$ cat src/hdl/sgl_pkg.sv
// package of constants and types for the scatter gather descriptor decoder
package sgl_pkg;
  localparam int DESC_BITS = 128;
  localparam int ID_LSB = 120;
  localparam int SUB_LSB = 120;
  localparam int TYPE_LSB = 124;
  localparam int ADDR_LSB = 0;
  localparam int LEN_LSB = 64;
  localparam int KLEN_BITS = 24;

  localparam logic [3:0] TYPE_DATA = 4'h0;
  localparam logic [3:0] TYPE_BUCKET = 4'h1;
  localparam logic [3:0] TYPE_SEG = 4'h2;
  localparam logic [3:0] TYPE_LAST_SEG = 4'h3;
  localparam logic [3:0] TYPE_KEYED = 4'h4;
  localparam logic [3:0] TYPE_VENDOR = 4'hF;
  localparam logic [3:0] SUB_ADDR = 4'h0;
  localparam logic [3:0] SUB_OFFSET = 4'h1;
  localparam logic [3:0] SUB_XPORT_LO = 4'hA;

  localparam logic [2:0] ERR_NONE = 3'h0;
  localparam logic [2:0] ERR_TYPE = 3'h1;
  localparam logic [2:0] ERR_FIELD = 3'h2;
  localparam logic [2:0] ERR_LENGTH = 3'h3;

  // register map, one aligned word each
  localparam logic [3:0] REG_CTRL = 4'h0;
  localparam logic [3:0] REG_STATUS = 4'h4;
  localparam logic [3:0] REG_IRQ_STAT = 4'h8;
  localparam logic [3:0] REG_IRQ_CLR = 4'hC;
  localparam logic [4:0] REG_IRQ_EN = 5'h10;
  localparam logic [4:0] REG_COUNT = 5'h14;

  localparam int CTRL_DWORD_BIT = 0;
  localparam int CTRL_PCIE_BIT = 1;
  localparam int CTRL_CHECK_BIT = 2;
  localparam int CTRL_VENDOR_BIT = 3;
  localparam int CTRL_XPORT_BIT = 4;
  localparam logic [4:0] CTRL_RESET = 5'h07;

  localparam int IRQ_DONE = 0;
  localparam int IRQ_ERR = 1;
  localparam int IRQ_BITS = 2;
endpackage

$ cat src/hdl/sgl_avalon_slave.sv
// avalon-mm register slave: one wait state on every access
`timescale 1ns/1ps
module sgl_avalon_slave (
  input  wire logic        clock_in,
  input  wire logic        rst_in,
  input  wire logic [4:0]  address_in,
  input  wire logic        read_in,
  input  wire logic        write_in,
  input  wire logic [31:0] writedata_in,
  output logic             waitrequest_out,
  output logic             wr_strobe_out,
  output logic             rd_strobe_out,
  output logic [4:0]       reg_addr_out,
  output logic [31:0]      reg_wdata_out
);
  logic served;

  // a request is taken on the edge where waitrequest is low
  always_ff @(posedge clock_in) begin
    if (rst_in) begin
      served <= 1'b0;
    end else begin
      served <= (read_in || write_in) && !served;
    end
  end

  always_comb begin
    waitrequest_out = (read_in || write_in) && !served;
    wr_strobe_out   = write_in && served;
    rd_strobe_out   = read_in && served;
    reg_addr_out    = address_in;
    reg_wdata_out   = writedata_in;
  end
endmodule

$ cat src/hdl/sgl_descriptor_decoder.sv
// scatter gather descriptor decoder with avalon-mm control registers
`timescale 1ns/1ps
// Summary of operation
// - byte 15 is the identifier; low nibble sub type, high nibble type.
// - reserved or unsupported type codes raise the descriptor-type error.
// - types: 0 data, 1 bucket, 2 segment, 3 last segment, 4 keyed, F vendor.
// - reserved or unsupported sub types raise the same descriptor-type error.
// - an all-zero descriptor is accepted as a null data block.
// - sub type 0 on types 0,2,3,4 means absolute 64-bit byte address.
// - sub type 1 on types 0,2,3 is an offset; reserved on pcie transport.
// - sub types A to F follow the transport binding in use.
// - data block address comes from bytes 7:0, absolute or offset.
// - nonzero low address bits may error, else are treated as zero.
// - length is a byte count; zero length is still valid.
// - address plus length beyond 64-bit space flags a length error.
module sgl_descriptor_decoder (
  input  wire logic          clock_in,
  input  wire logic          rst_in,
  input  wire logic          desc_valid_in,
  input  wire logic [127:0]  desc_in,
  input  wire logic          xport_sub_ok_in,
  output logic               out_valid_out,
  output logic [3:0]         out_type_out,
  output logic [3:0]         out_sub_out,
  output logic [63:0]        out_addr_out,
  output logic [31:0]        out_len_out,
  output logic               out_is_offset_out,
  output logic               out_null_out,
  output logic [2:0]         out_err_out,
  input  wire logic [4:0]    avs_address,
  input  wire logic          avs_read,
  input  wire logic          avs_write,
  input  wire logic [31:0]   avs_writedata,
  output logic [31:0]        avs_readdata,
  output logic               avs_waitrequest,
  output logic               irq_out
);
  logic [4:0]  ctrl;
  logic [1:0]  irq_stat;
  logic [1:0]  irq_en;
  logic [15:0] count;
  logic [2:0]  last_err;
  logic        wr_strobe;
  logic        rd_strobe;
  logic [4:0]  reg_addr;
  logic [31:0] reg_wdata;
  logic        bus_wait;

  logic [3:0]  id_type;
  logic [3:0]  id_sub;
  logic [63:0] raw_addr;
  logic [31:0] raw_len;
  logic        type_bad;
  logic        sub_bad;
  logic        low_bits_bad;
  logic        overflow;
  logic [64:0] addr_sum;
  logic [2:0]  next_err;
  logic        is_data;

  sgl_avalon_slave u_slave (
    .clock_in        (clock_in),
    .rst_in          (rst_in),
    .address_in      (avs_address),
    .read_in         (avs_read),
    .write_in        (avs_write),
    .writedata_in    (avs_writedata),
    .waitrequest_out (bus_wait),
    .wr_strobe_out   (wr_strobe),
    .rd_strobe_out   (rd_strobe),
    .reg_addr_out    (reg_addr),
    .reg_wdata_out   (reg_wdata)
  );

  // waitrequest is combinational off the slave state so a read completes
  // on the second edge; registering it would add a cycle to every access
  always_comb begin
    avs_waitrequest = bus_wait;
  end

  // true when the type code is one this decoder handles
  function automatic logic type_supported(input logic [3:0] t,
                                          input logic vendor_ok);
    unique case (t)
      sgl_pkg::TYPE_DATA,
      sgl_pkg::TYPE_BUCKET,
      sgl_pkg::TYPE_SEG,
      sgl_pkg::TYPE_LAST_SEG,
      sgl_pkg::TYPE_KEYED:   type_supported = 1'b1;
      sgl_pkg::TYPE_VENDOR:  type_supported = vendor_ok;
      default:               type_supported = 1'b0;
    endcase
  endfunction

  // true when the sub type is legal for the given type
  function automatic logic sub_supported(input logic [3:0] t,
                                         input logic [3:0] s,
                                         input logic pcie,
                                         input logic xport_ok);
    if (s == sgl_pkg::SUB_ADDR) begin
      sub_supported = (t != sgl_pkg::TYPE_BUCKET) &&
                      (t != sgl_pkg::TYPE_VENDOR);
    end else if (s == sgl_pkg::SUB_OFFSET) begin
      sub_supported = !pcie && (t == sgl_pkg::TYPE_DATA ||
                      t == sgl_pkg::TYPE_SEG ||
                      t == sgl_pkg::TYPE_LAST_SEG);
    end else if (s >= sgl_pkg::SUB_XPORT_LO) begin
      sub_supported = xport_ok;
    end else begin
      sub_supported = 1'b0;
    end
  endfunction

  always_comb begin
    id_type  = desc_in[sgl_pkg::TYPE_LSB +: 4];
    id_sub   = desc_in[sgl_pkg::SUB_LSB +: 4];
    raw_addr = desc_in[sgl_pkg::ADDR_LSB +: 64];
    raw_len  = desc_in[sgl_pkg::LEN_LSB +: 32];
    is_data  = (id_type == sgl_pkg::TYPE_DATA) ||
               (id_type == sgl_pkg::TYPE_KEYED);
    // the bucket type has no sub type 0 use, but its null sub type is benign
    type_bad = !type_supported(id_type, ctrl[sgl_pkg::CTRL_VENDOR_BIT]);
    sub_bad  = !sub_supported(id_type, id_sub,
                              ctrl[sgl_pkg::CTRL_PCIE_BIT],
                              ctrl[sgl_pkg::CTRL_XPORT_BIT] &&
                              xport_sub_ok_in);
    if (id_type == sgl_pkg::TYPE_BUCKET && id_sub == sgl_pkg::SUB_ADDR) begin
      sub_bad = 1'b0;
    end
    low_bits_bad = is_data && ctrl[sgl_pkg::CTRL_DWORD_BIT] &&
                   ((raw_addr[1:0] != 2'b00) || (raw_len[1:0] != 2'b00));
    addr_sum = {1'b0, raw_addr} + {33'h0, raw_len};
    // only absolute addresses can run off the end of the space
    overflow = is_data && (id_sub == sgl_pkg::SUB_ADDR) &&
               addr_sum[64] && (addr_sum[63:0] != 64'h0);
    if (type_bad || sub_bad) begin
      next_err = sgl_pkg::ERR_TYPE;
    end else if (low_bits_bad && ctrl[sgl_pkg::CTRL_CHECK_BIT]) begin
      next_err = sgl_pkg::ERR_FIELD;
    end else if (overflow) begin
      next_err = sgl_pkg::ERR_LENGTH;
    end else begin
      next_err = sgl_pkg::ERR_NONE;
    end
  end

  // decoded result, held until the next descriptor
  always_ff @(posedge clock_in) begin
    if (rst_in) begin
      out_valid_out     <= 1'b0;
      out_type_out      <= 4'h0;
      out_sub_out       <= 4'h0;
      out_addr_out      <= 64'h0;
      out_len_out       <= 32'h0;
      out_is_offset_out <= 1'b0;
      out_null_out      <= 1'b0;
      out_err_out       <= 3'h0;
    end else begin
      out_valid_out <= desc_valid_in;
      if (desc_valid_in) begin
        out_type_out <= id_type;
        out_sub_out  <= id_sub;
        // in dword mode, low bits are dropped as if zero, with checking on or off
        if (is_data && ctrl[sgl_pkg::CTRL_DWORD_BIT]) begin
          out_addr_out <= {raw_addr[63:2], 2'b00};
          out_len_out  <= {raw_len[31:2], 2'b00};
        end else begin
          out_addr_out <= raw_addr;
          out_len_out  <= (id_type == sgl_pkg::TYPE_KEYED) ?
                          {8'h00, raw_len[sgl_pkg::KLEN_BITS-1:0]} :
                          raw_len;
        end
        out_is_offset_out <= (id_sub == sgl_pkg::SUB_OFFSET) && !sub_bad;
        out_null_out <= (desc_in == 128'h0);
        out_err_out  <= next_err;
      end
    end
  end

  always_ff @(posedge clock_in) begin
    if (rst_in) begin
      ctrl   <= sgl_pkg::CTRL_RESET;
      irq_en <= 2'b00;
    end else if (wr_strobe) begin
      if (reg_addr == {1'b0, sgl_pkg::REG_CTRL}) begin
        ctrl <= reg_wdata[4:0];
      end
      if (reg_addr == sgl_pkg::REG_IRQ_EN) begin
        irq_en <= reg_wdata[1:0];
      end
    end
  end

  // sticky events; a set in the clearing cycle wins
  always_ff @(posedge clock_in) begin
    if (rst_in) begin
      irq_stat <= 2'b00;
    end else begin
      irq_stat <= (irq_stat &
                   ~((wr_strobe &&
                      reg_addr == {1'b0, sgl_pkg::REG_IRQ_CLR}) ?
                     reg_wdata[1:0] : 2'b00)) |
                  {desc_valid_in && next_err != sgl_pkg::ERR_NONE,
                   desc_valid_in};
    end
  end

  always_ff @(posedge clock_in) begin
    if (rst_in) begin
      count    <= 16'h0;
      last_err <= 3'h0;
      irq_out  <= 1'b0;
    end else begin
      irq_out <= |(irq_stat & irq_en);
      if (desc_valid_in) begin
        count    <= count + 16'h1;
        last_err <= next_err;
      end
    end
  end

  always_ff @(posedge clock_in) begin
    if (rst_in) begin
      avs_readdata <= 32'h0;
    end else if (bus_wait && avs_read) begin
      unique case (reg_addr)
        {1'b0, sgl_pkg::REG_CTRL}:     avs_readdata <= {27'h0, ctrl};
        {1'b0, sgl_pkg::REG_STATUS}:   avs_readdata <= {29'h0, last_err};
        {1'b0, sgl_pkg::REG_IRQ_STAT}: avs_readdata <= {30'h0, irq_stat};
        sgl_pkg::REG_IRQ_EN:           avs_readdata <= {30'h0, irq_en};
        sgl_pkg::REG_COUNT:            avs_readdata <= {16'h0, count};
        default:                       avs_readdata <= 32'h0;
      endcase
    end
  end

  logic unused_rd;
  always_comb begin
    unused_rd = rd_strobe;
  end
endmodule

$ cat config.mk
export PLATFORM = sky130hd
export DESIGN_NAME = sgl_descriptor_decoder
export DESIGN_NICKNAME = d
export VERILOG_FILES = /design/src/hdl/sgl_pkg.sv /design/src/hdl/sgl_avalon_slave.sv /design/src/hdl/sgl_descriptor_decoder.sv
export SDC_FILE = /design/constraint.sdc
export NUM_CORES = 1
export LEC_CHECK = 0
export BUFFER_PORTS_ARGS = -buffer_cell sky130_fd_sc_hd__buf_4
export CAP_MARGIN = 30
export CORE_MARGIN = 3
export CORE_UTILIZATION = 47
export DETAILED_ROUTE_END_ITERATION = 16
export GPL_TIMING_DRIVEN = 0
export PLACE_DENSITY = 0.82
export SYNTH_ARGS = -nofsm -noshare
export SYNTH_HDL_FRONTEND = slang
export SYNTH_SLANG_ARGS = --single-unit
$ cat constraint.sdc
create_clock -name clock_in -period 3.1 [get_ports clock_in]
set_input_delay 0.465 -clock clock_in [delete_from_list [all_inputs] [get_ports clock_in]]
set_output_delay 0.465 -clock clock_in [all_outputs]
set_load 0.02 [all_outputs]
## After elaboration in Yosys (flattened, before gate mapping)

Index checks and enable logic that the tools add are counted.

| storage, ports and cells | value |
|---|---|
| output and inout bits | 144 |
| flip-flop bits (word level) | 169 |
| word-level logic and storage cells | 87 |

| operators by class | value |
|---|---|
| eq/ne operators | 13 |
| order comparisons | 1 |
| muxes and demuxes | 13 |
| reduce and logical (&&, ||, !) cells | 39 |
| add/subtract/negate cells | 2 |
| bitwise logic cells | 4 |

Operator list:

| operator | count |
|---|---|
| logical NOT 128 bit | 1 |
| one-hot mux 16 bit (5 select lines) | 1 |
| adder 64 x 32 -> 65 bit | 1 |
| 2-to-1 mux 32 bit | 2 |
| nonzero test 64 bit | 1 |
| adder 16 x 1 -> 16 bit, second input constant | 1 |
| logical AND 1 bit | 16 |
| equality test 5 x 4 -> 1 bit, second input constant | 2 |
| equality test 5 bit, second input constant | 2 |
| 2-to-1 mux 2 bit | 5 |
| equality test 4 x 1 -> 1 bit, second input constant | 2 |
| equality test 4 x 2 -> 1 bit, second input constant | 2 |
| logical NOT 4 bit | 2 |
| logical OR 1 bit | 6 |
| equality test 5 x 3 -> 1 bit, second input constant | 1 |
| logical NOT 1 bit | 5 |
| logical NOT 5 bit | 1 |
| OR reduction 5 bit | 1 |
| AND 2 bit | 2 |
| equality test 4 x 3 -> 1 bit, second input constant | 1 |
| equality test 4 bit, second input constant | 1 |
| >= comparator 4 bit, second input constant | 1 |
| 2-to-1 mux 1 bit | 4 |
| != test 4 x 1 -> 1 bit, second input constant | 1 |
| other kinds (8) | 10 |

## Longest topological paths before layout

| logic depth | value |
|---|---|
| depth in word-level cells | 13 |
| mapped depth | 13 |
| depth with buffers taken out | 13 |

## Modules after synthesis

From an unflattened synthesis, not the netlist that was laid out.

| second synthesis, totals | value |
|---|---|
| cell total of the unflattened synthesis | 1354 |
| area total of the unflattened synthesis | 10491.3 um^2 |

Modules (own cells, without submodules):

| module | instances | area an instance (um^2) | cells each | seq. area each (um^2) |
|---|---|---|---|---|
| sgl_descriptor_decoder | 1 | 10163.5 | 1311 | 3022.9 |
| sgl_avalon_slave | 1 | 327.8 | 43 | 20.0 |

## Worst setup path after synthesis

OpenSTA, ideal clock, no wires.

| path | value |
|---|---|
| path type | in2reg |
| from | input desc_in[0] |
| to | register irq_stat[1] |
| setup slack | -0.298 ns |
| stages on the path | 13 |
| required time | 2.966 ns |
| arrival time | 3.264 ns |
| setup time | 0.134 ns |
| buffers on the path | 0 |
| cell sequence | ha_1 fa_1 nand3_2 a211oi_2 a211oi_1 or3_4 o21a_4 mux2_4 or4_4 nor3_2 o2111ai_1 o21ai_2 a211oi_1 |

| on the way | value |
|---|---|
| longest elaborated chain between the ends | 9 |
| elaborated cells on any way between the ends | 14 |
| classes of those cells | add/sub (1); mux (3); bitwise (1); reduce/logical (9) |

Ends and longest elaborated chain:

| element | line | source |
|---|---|---|
| from (decl) | sgl_descriptor_decoder.sv:20 | `input wire logic [127:0] desc_in,` |
| adder 64 x 32 -> 65 bit or nonzero test 2 bit (tied branches) | sgl_descriptor_decoder.sv:132, sgl_descriptor_decoder.sv:131 |  |
| nonzero test 64 bit, or another cell as far along | sgl_descriptor_decoder.sv:135 | `addr_sum[64] && (addr_sum[63:0] != 64'h0);` |
| logical AND 1 bit, on equally long branches | sgl_descriptor_decoder.sv:135, sgl_descriptor_decoder.sv:130 |  |
| 2-to-1 mux 2 bit or logical AND 1 bit (tied branches) | sgl_descriptor_decoder.sv:140, sgl_descriptor_decoder.sv:138 |  |
| 2-to-1 mux 2 bit (*) | sgl_descriptor_decoder.sv:138 | `end else if (low_bits_bad && ctrl[sgl_pkg::CTRL_CHECK_BIT]) begin` |
| 2-to-1 mux 2 bit (*) | sgl_descriptor_decoder.sv:136 | `if (type_bad \|\| sub_bad) begin` |
| nonzero test 3 bit (*) | sgl_descriptor_decoder.sv:203 | `{desc_valid_in && next_err != sgl_pkg::ERR_NONE,` |
| logical AND 1 bit (*) | sgl_descriptor_decoder.sv:203 |  |
| bitwise OR 2 bit (*) | sgl_descriptor_decoder.sv:202 | `reg_wdata[1:0] : 2'b00)) \|` |
| to (signal assigned) | sgl_descriptor_decoder.sv:199 | `irq_stat <= (irq_stat &` |
| to (decl) | sgl_descriptor_decoder.sv:39 | `logic [1:0] irq_stat;` |

Every way passes the cells marked *; elsewhere a longest branch is shown, timed or not.
A chain may end at the register's enable or synchronous reset.

## Worst setup path in the final report

| path | value |
|---|---|
| from | input desc_in[71] |
| to | register irq_stat[1] |

| on the way | value |
|---|---|
| longest elaborated chain between the ends | 9 |
| elaborated cells on any way between the ends | 10 |
| classes of those cells | add/sub (1); mux (3); bitwise (1); reduce/logical (5) |

Ends and longest elaborated chain:

| element | line | source |
|---|---|---|
| adder 64 x 32 -> 65 bit (*) | sgl_descriptor_decoder.sv:132 | `addr_sum = {1'b0, raw_addr} + {33'h0, raw_len};` |
| nonzero test 64 bit or logical AND 1 bit (tied branches) | sgl_descriptor_decoder.sv:135, sgl_descriptor_decoder.sv:134 |  |
| logical AND 1 bit (*) | sgl_descriptor_decoder.sv:135 |  |
| 2-to-1 mux 2 bit (*) | sgl_descriptor_decoder.sv:140 | `end else if (overflow) begin` |
| 2-to-1 mux 2 bit (*) | sgl_descriptor_decoder.sv:138 |  |
| 2-to-1 mux 2 bit (*) | sgl_descriptor_decoder.sv:136 |  |
| nonzero test 3 bit (*) | sgl_descriptor_decoder.sv:203 |  |
| logical AND 1 bit (*) | sgl_descriptor_decoder.sv:203 |  |
| bitwise OR 2 bit (*) | sgl_descriptor_decoder.sv:202 |  |

Marked as above.

==> results.env <==
WORST_SLEW_MARGIN_REL_PCT=28.7
POST_ROUTE_WL_UM=46200
REGISTER_AREA_UM2=3040
CLOCK_LATENCY_NS=0.44
HOLD_BUFFERS=0
DR.PASS1.ITERS=8
SETUP_REPAIR_AFTER_GLOBAL_ROUTING_MISSED_ITS_MARGIN='yes'
GLOBALROUTE.TOTALOVERFLOW=0
SYNTHCELLS=1272
FLOORPLAN.DIE.WIDTH_UM=151
DETAILROUTE.VIA_COUNT=12000
FILLER_FREE_CELL_COUNT_OF_THE_FINISHED_DESIGN=1881
NNETSFINAL=1803
AREA.GROWTH.SYNTH_TO_FINAL_PCT=41.7
POWER_PER_CELL_AREA_nW_PER_UM2=437
SYNTH_TOP_AREA_SHARE_PCT=30.6
TIMING.HOLD.WORST.CLASS='in -> reg'
VDD.IR_DROP.WORST_mV=0.358
YOSYS_REGISTER_BITS=152
FINALMAXSLEWVIOLATIONS=0
GLOBALROUTETOTALUTIL_PCT=37.9
FILL_CELL_TOTAL_OF_THE_FINISHED_LAYOUT=1622
SYNTH-WARNING-COUNT=0
CAP_VIOLATIONS=0
CTS_SINK_COUNT=152
MULTI_INPUT_COMB_AREA_UM2=7150
FINALSETUPVIOLCOUNT=3
POST_SYNTH_MOST_FREQUENT_CELLS='nor2_1, dfxtp_1, mux2i_1'
TIMING.CLOCK.SKEW_NS=0.0102
CPMOSTUSEDCELL='o211ai_1'
CTSLONGESTPATHBUFFERS=2
POWER_SWITCHING_SHARE_PCT=35.1
IOPINCOUNT=315
INTERNAL-POWER_mW=3.99
PART_OF_THE_TOTAL_POWER_DISSIPATED_IN_THE_CLOCK_NETWORK_PCT=36.6
FAILING_CHECKS='negative setup slack'
ANTENNADIODECOUNT=0
ACHIEVABLE-FREQUENCY_MHz=293
PLACEMENTROWS=52
FINALWEIGHTEDCONGESTION=1.06
PRE_CTS_SLACK_NS=-1.38
TRITONCTS_CLOCK_TREE='built'
RUN_STATUS='finished with violations'
CTS.HTREE.LEVELS=4
CTS-ROOT-BUF='clkbuf_16'
NUMCTSBUFFERS=17
MAPPED_CELL_AREA_UM2=9940
TIME_THE_FINAL_WORST_PATH_NEEDS_WITH_I_O_DELAYS_AND_SETUP_NS=3.41
KIND_OF_CRITICAL_PATH='in -> reg'
CRIT_FANOUT=9
WORST_PATH_LARGEST_CELL_DELAY_NS=0.56
ANTENNA_FOUND_INITIAL=0
GRT_MAX_DEGREE=17
SLOWEST_STAGE='o211ai_1'
POST_PLACEMENT_CELL_COUNT=1810
FINAL.PERIOD_UTILIZATION_PCT=110
FINAL.SETUP.WORST_SLACK_NS=-0.312
SEQ_AREA_FRAC_SYNTH_PCT=30.6
ARRIVAL_NS=3.71
PATH_CELLS='buf_4, ha_4, a21oi_1, o21ai_0, a221oi_2, o211ai_1, o211ai_1, o21ai_1, nand3_1, a2111oi_4, o2111ai_2, o21ai_2, a211oi_2'
DIEAREA_UM2=22900
ROUTE.DETAILED.DRC=0
DIE_H_UM=151
VIAS_IN_THE_FIRST_GLOBAL_ROUTE=11000
SYN_AVG_CELL_AREA_UM2=7.81
BUFFER_PORTS.INSERTED=251
INITIAL_CORE_UTIL_PCT=48.5
DETAILEDPLACEMENTHPWL_UM=35400
WIRE_LENGTH_OF_THE_FIRST_GLOBAL_ROUTING_PASS_UM=65700
DETAIL_ROUTE.ITER0.VIOLATIONS=1327
TIMING.CRITICAL_PATH.FROM_TYPE='input pin'
FIN_HOLD_WS_NS=0.229
LARGEST_AREA_CONTRIBUTOR_IN_THE_SYNTHESIZED_NETLIST='dfxtp_1'
TIMING_WORST_SLEW_PIN_VALUE_NS=1.07
WL_PER_CELL_UM=24.6
NUMBER_OF_DIFFERENT_LIBRARY_CELLS_IN_THE_POST_SYNTHESIS_NETLIST=77
PWR-SHARE-SEQ_PCT=34.0
COREAREA_UM2=20500
REQUIRED_NS=3.40
REPORT.FINAL.HOLD_VIOL_COUNT=0
NETSWITCHINGPOWER_mW=2.16
FINAL_LAYOUT_SIZE_SUFFIX_GT1_SHARE_PCT=31.3
POWER.SHARE.COMBINATIONAL_PCT=29.4
ASYNC_SET_OR_RESET_FLOP_FRACTION_IN_THE_SYNTHESIZED_NETLIST_PCT=0
SYNTHTOPCELLSBYAREA='dfxtp_1, mux2i_1, nor2_1, ha_1, nand2_1'
CLKSLEWWORSTSETUPHOLDPATHS_NS=0.07
SYNTH_ENABLE_FLOP_CELLS=0
SYNTH_FF_TYPE='dfxtp_1'
POST_DRT_VIA_CELL_RATIO=6.40
WORST_SETUP_PATH_END_KIND='flip-flop'
COUNT_LEADER_SYNTH='nor2_1'
CELLLEAKAGEPOWER_nW=5.84
DRTANTENNAVIOLNETS=0
final cells by class:
class                   count  area share [%]
multi-input cells        1011            50.8
plain buffers              94            3.72
clock buffers              18            3.05
clock inverters            14            1.30
repair buffers            303            16.6
well taps                 270            2.40
inverters                  19           0.507
flip-flops and latches    152            21.6
per-stage QoR:
stage | instance area (µm²) | utilization (%) | total power [mW] | setup TNS [ns]
after floorplan | 10100 | - | 3.00 | -0.460
after global placement | 12300 | 60.2 | 3.61 | -4.55
after detailed placement | 12400 | 60.3 | 3.62 | -3.96
after CTS | 13700 | 66.9 | 5.99 | -0.245
after global routing | 14100 | 68.7 | 6.31 | -0.949
final | 14100 | 68.7 | 6.15 | -0.790
cell families after synthesis:
logic type / Yosys count / synth area share, %
compound gates: 276 / 18.5
mux: 105 / 10.9
buf+inv: 125 / 5.73
flops: 152 / 30.6
fa+ha+maj: 34 / 4.36
xor+xnor: 37 / 3.26
simple gates: 542 / 26.6
other cells: 1 / 0.0377
layout by cell type (no fill, tap or decap), drive strengths merged, types with 26 or more instances in the layout:
| cell | synthesis | final |
|---|---|---|
| nand3 | 45 | 45 |
| mux2i | 101 | 101 |
| ha | 33 | 33 |
| clkbuf | 54 | 65 |
| nand2 | 96 | 96 |
| nor4 | 47 | 47 |
| nand4 | 52 | 52 |
| buf | 52 | 349 |
| o21ai | 60 | 60 |
| inv | 19 | 26 |
| dfxtp | 152 | 152 |
| nor2 | 199 | 199 |
| a21oi | 71 | 71 |
per-layer routing:
layer  global-route usage [%]  up-vias  wire length (µm)  share of wire, %
met5                        0        -                 0                 0
met4                     18.0        0              2510               5.4
met3                     7.96      168              4840                10
met2                     59.4      864             20600                45
met1                     49.8     5694             18300                40
li1                         -     5311                 -                 -
power by group through the flow:
stage / Clock [mW] / Combinational [mW] / Sequential, mW
finish: 2.26 / 1.81 / 2.09
global route: 2.32 / 1.89 / 2.10
CTS: 2.25 / 1.65 / 2.09
detailed placement: 0 / 1.49 / 2.13
global placement: 0 / 1.48 / 2.13
floorplan: 0 / 0.773 / 2.23
sequential cells by signal, summed over array words and instances (netlist names), 2 cells and up:
signal,count
out_addr_out,64
out_len_out,32
avs_readdata,16
count,16
ctrl,5
out_sub_out,4
out_type_out,4
irq_en,2
irq_stat,2
last_err,2
worst max-delay path, delay by kind of cell:
kind | cells | cell delay, ns
AOI/OAI and AO/OA | 10 | 2.63
adders and majority gates | 1 | 0.32
and+or+nand+nor | 1 | 0.18
buffers and inverters | 1 | 0.13
path summary, 6_finish.rpt:
kind              slack [ns]                 startpoint  cells past startpoint                       endpoint
setup reg to reg        0.75  u_slave.served$_SDFF_PP0_                      7  avs_readdata[11]$_SDFFE_PP0P_
hold reg to reg         0.46  out_null_out$_SDFFE_PP0P_                      2      out_null_out$_SDFFE_PP0P_
hold / removal          0.23           avs_writedata[2]                      2           ctrl[2]$_SDFFE_PP1P_
setup / recovery       -0.31                desc_in[71]                     13         irq_stat[1]$_SDFF_PP0_
timing repair:
action	CTS	global route
endpoints found under the setup margin	3	3
setup buffers	31	21
resized for setup	128	60
endpoints found under the hold margin	0	0
pin swaps	41	44
(Power assumes the default switching activity.)
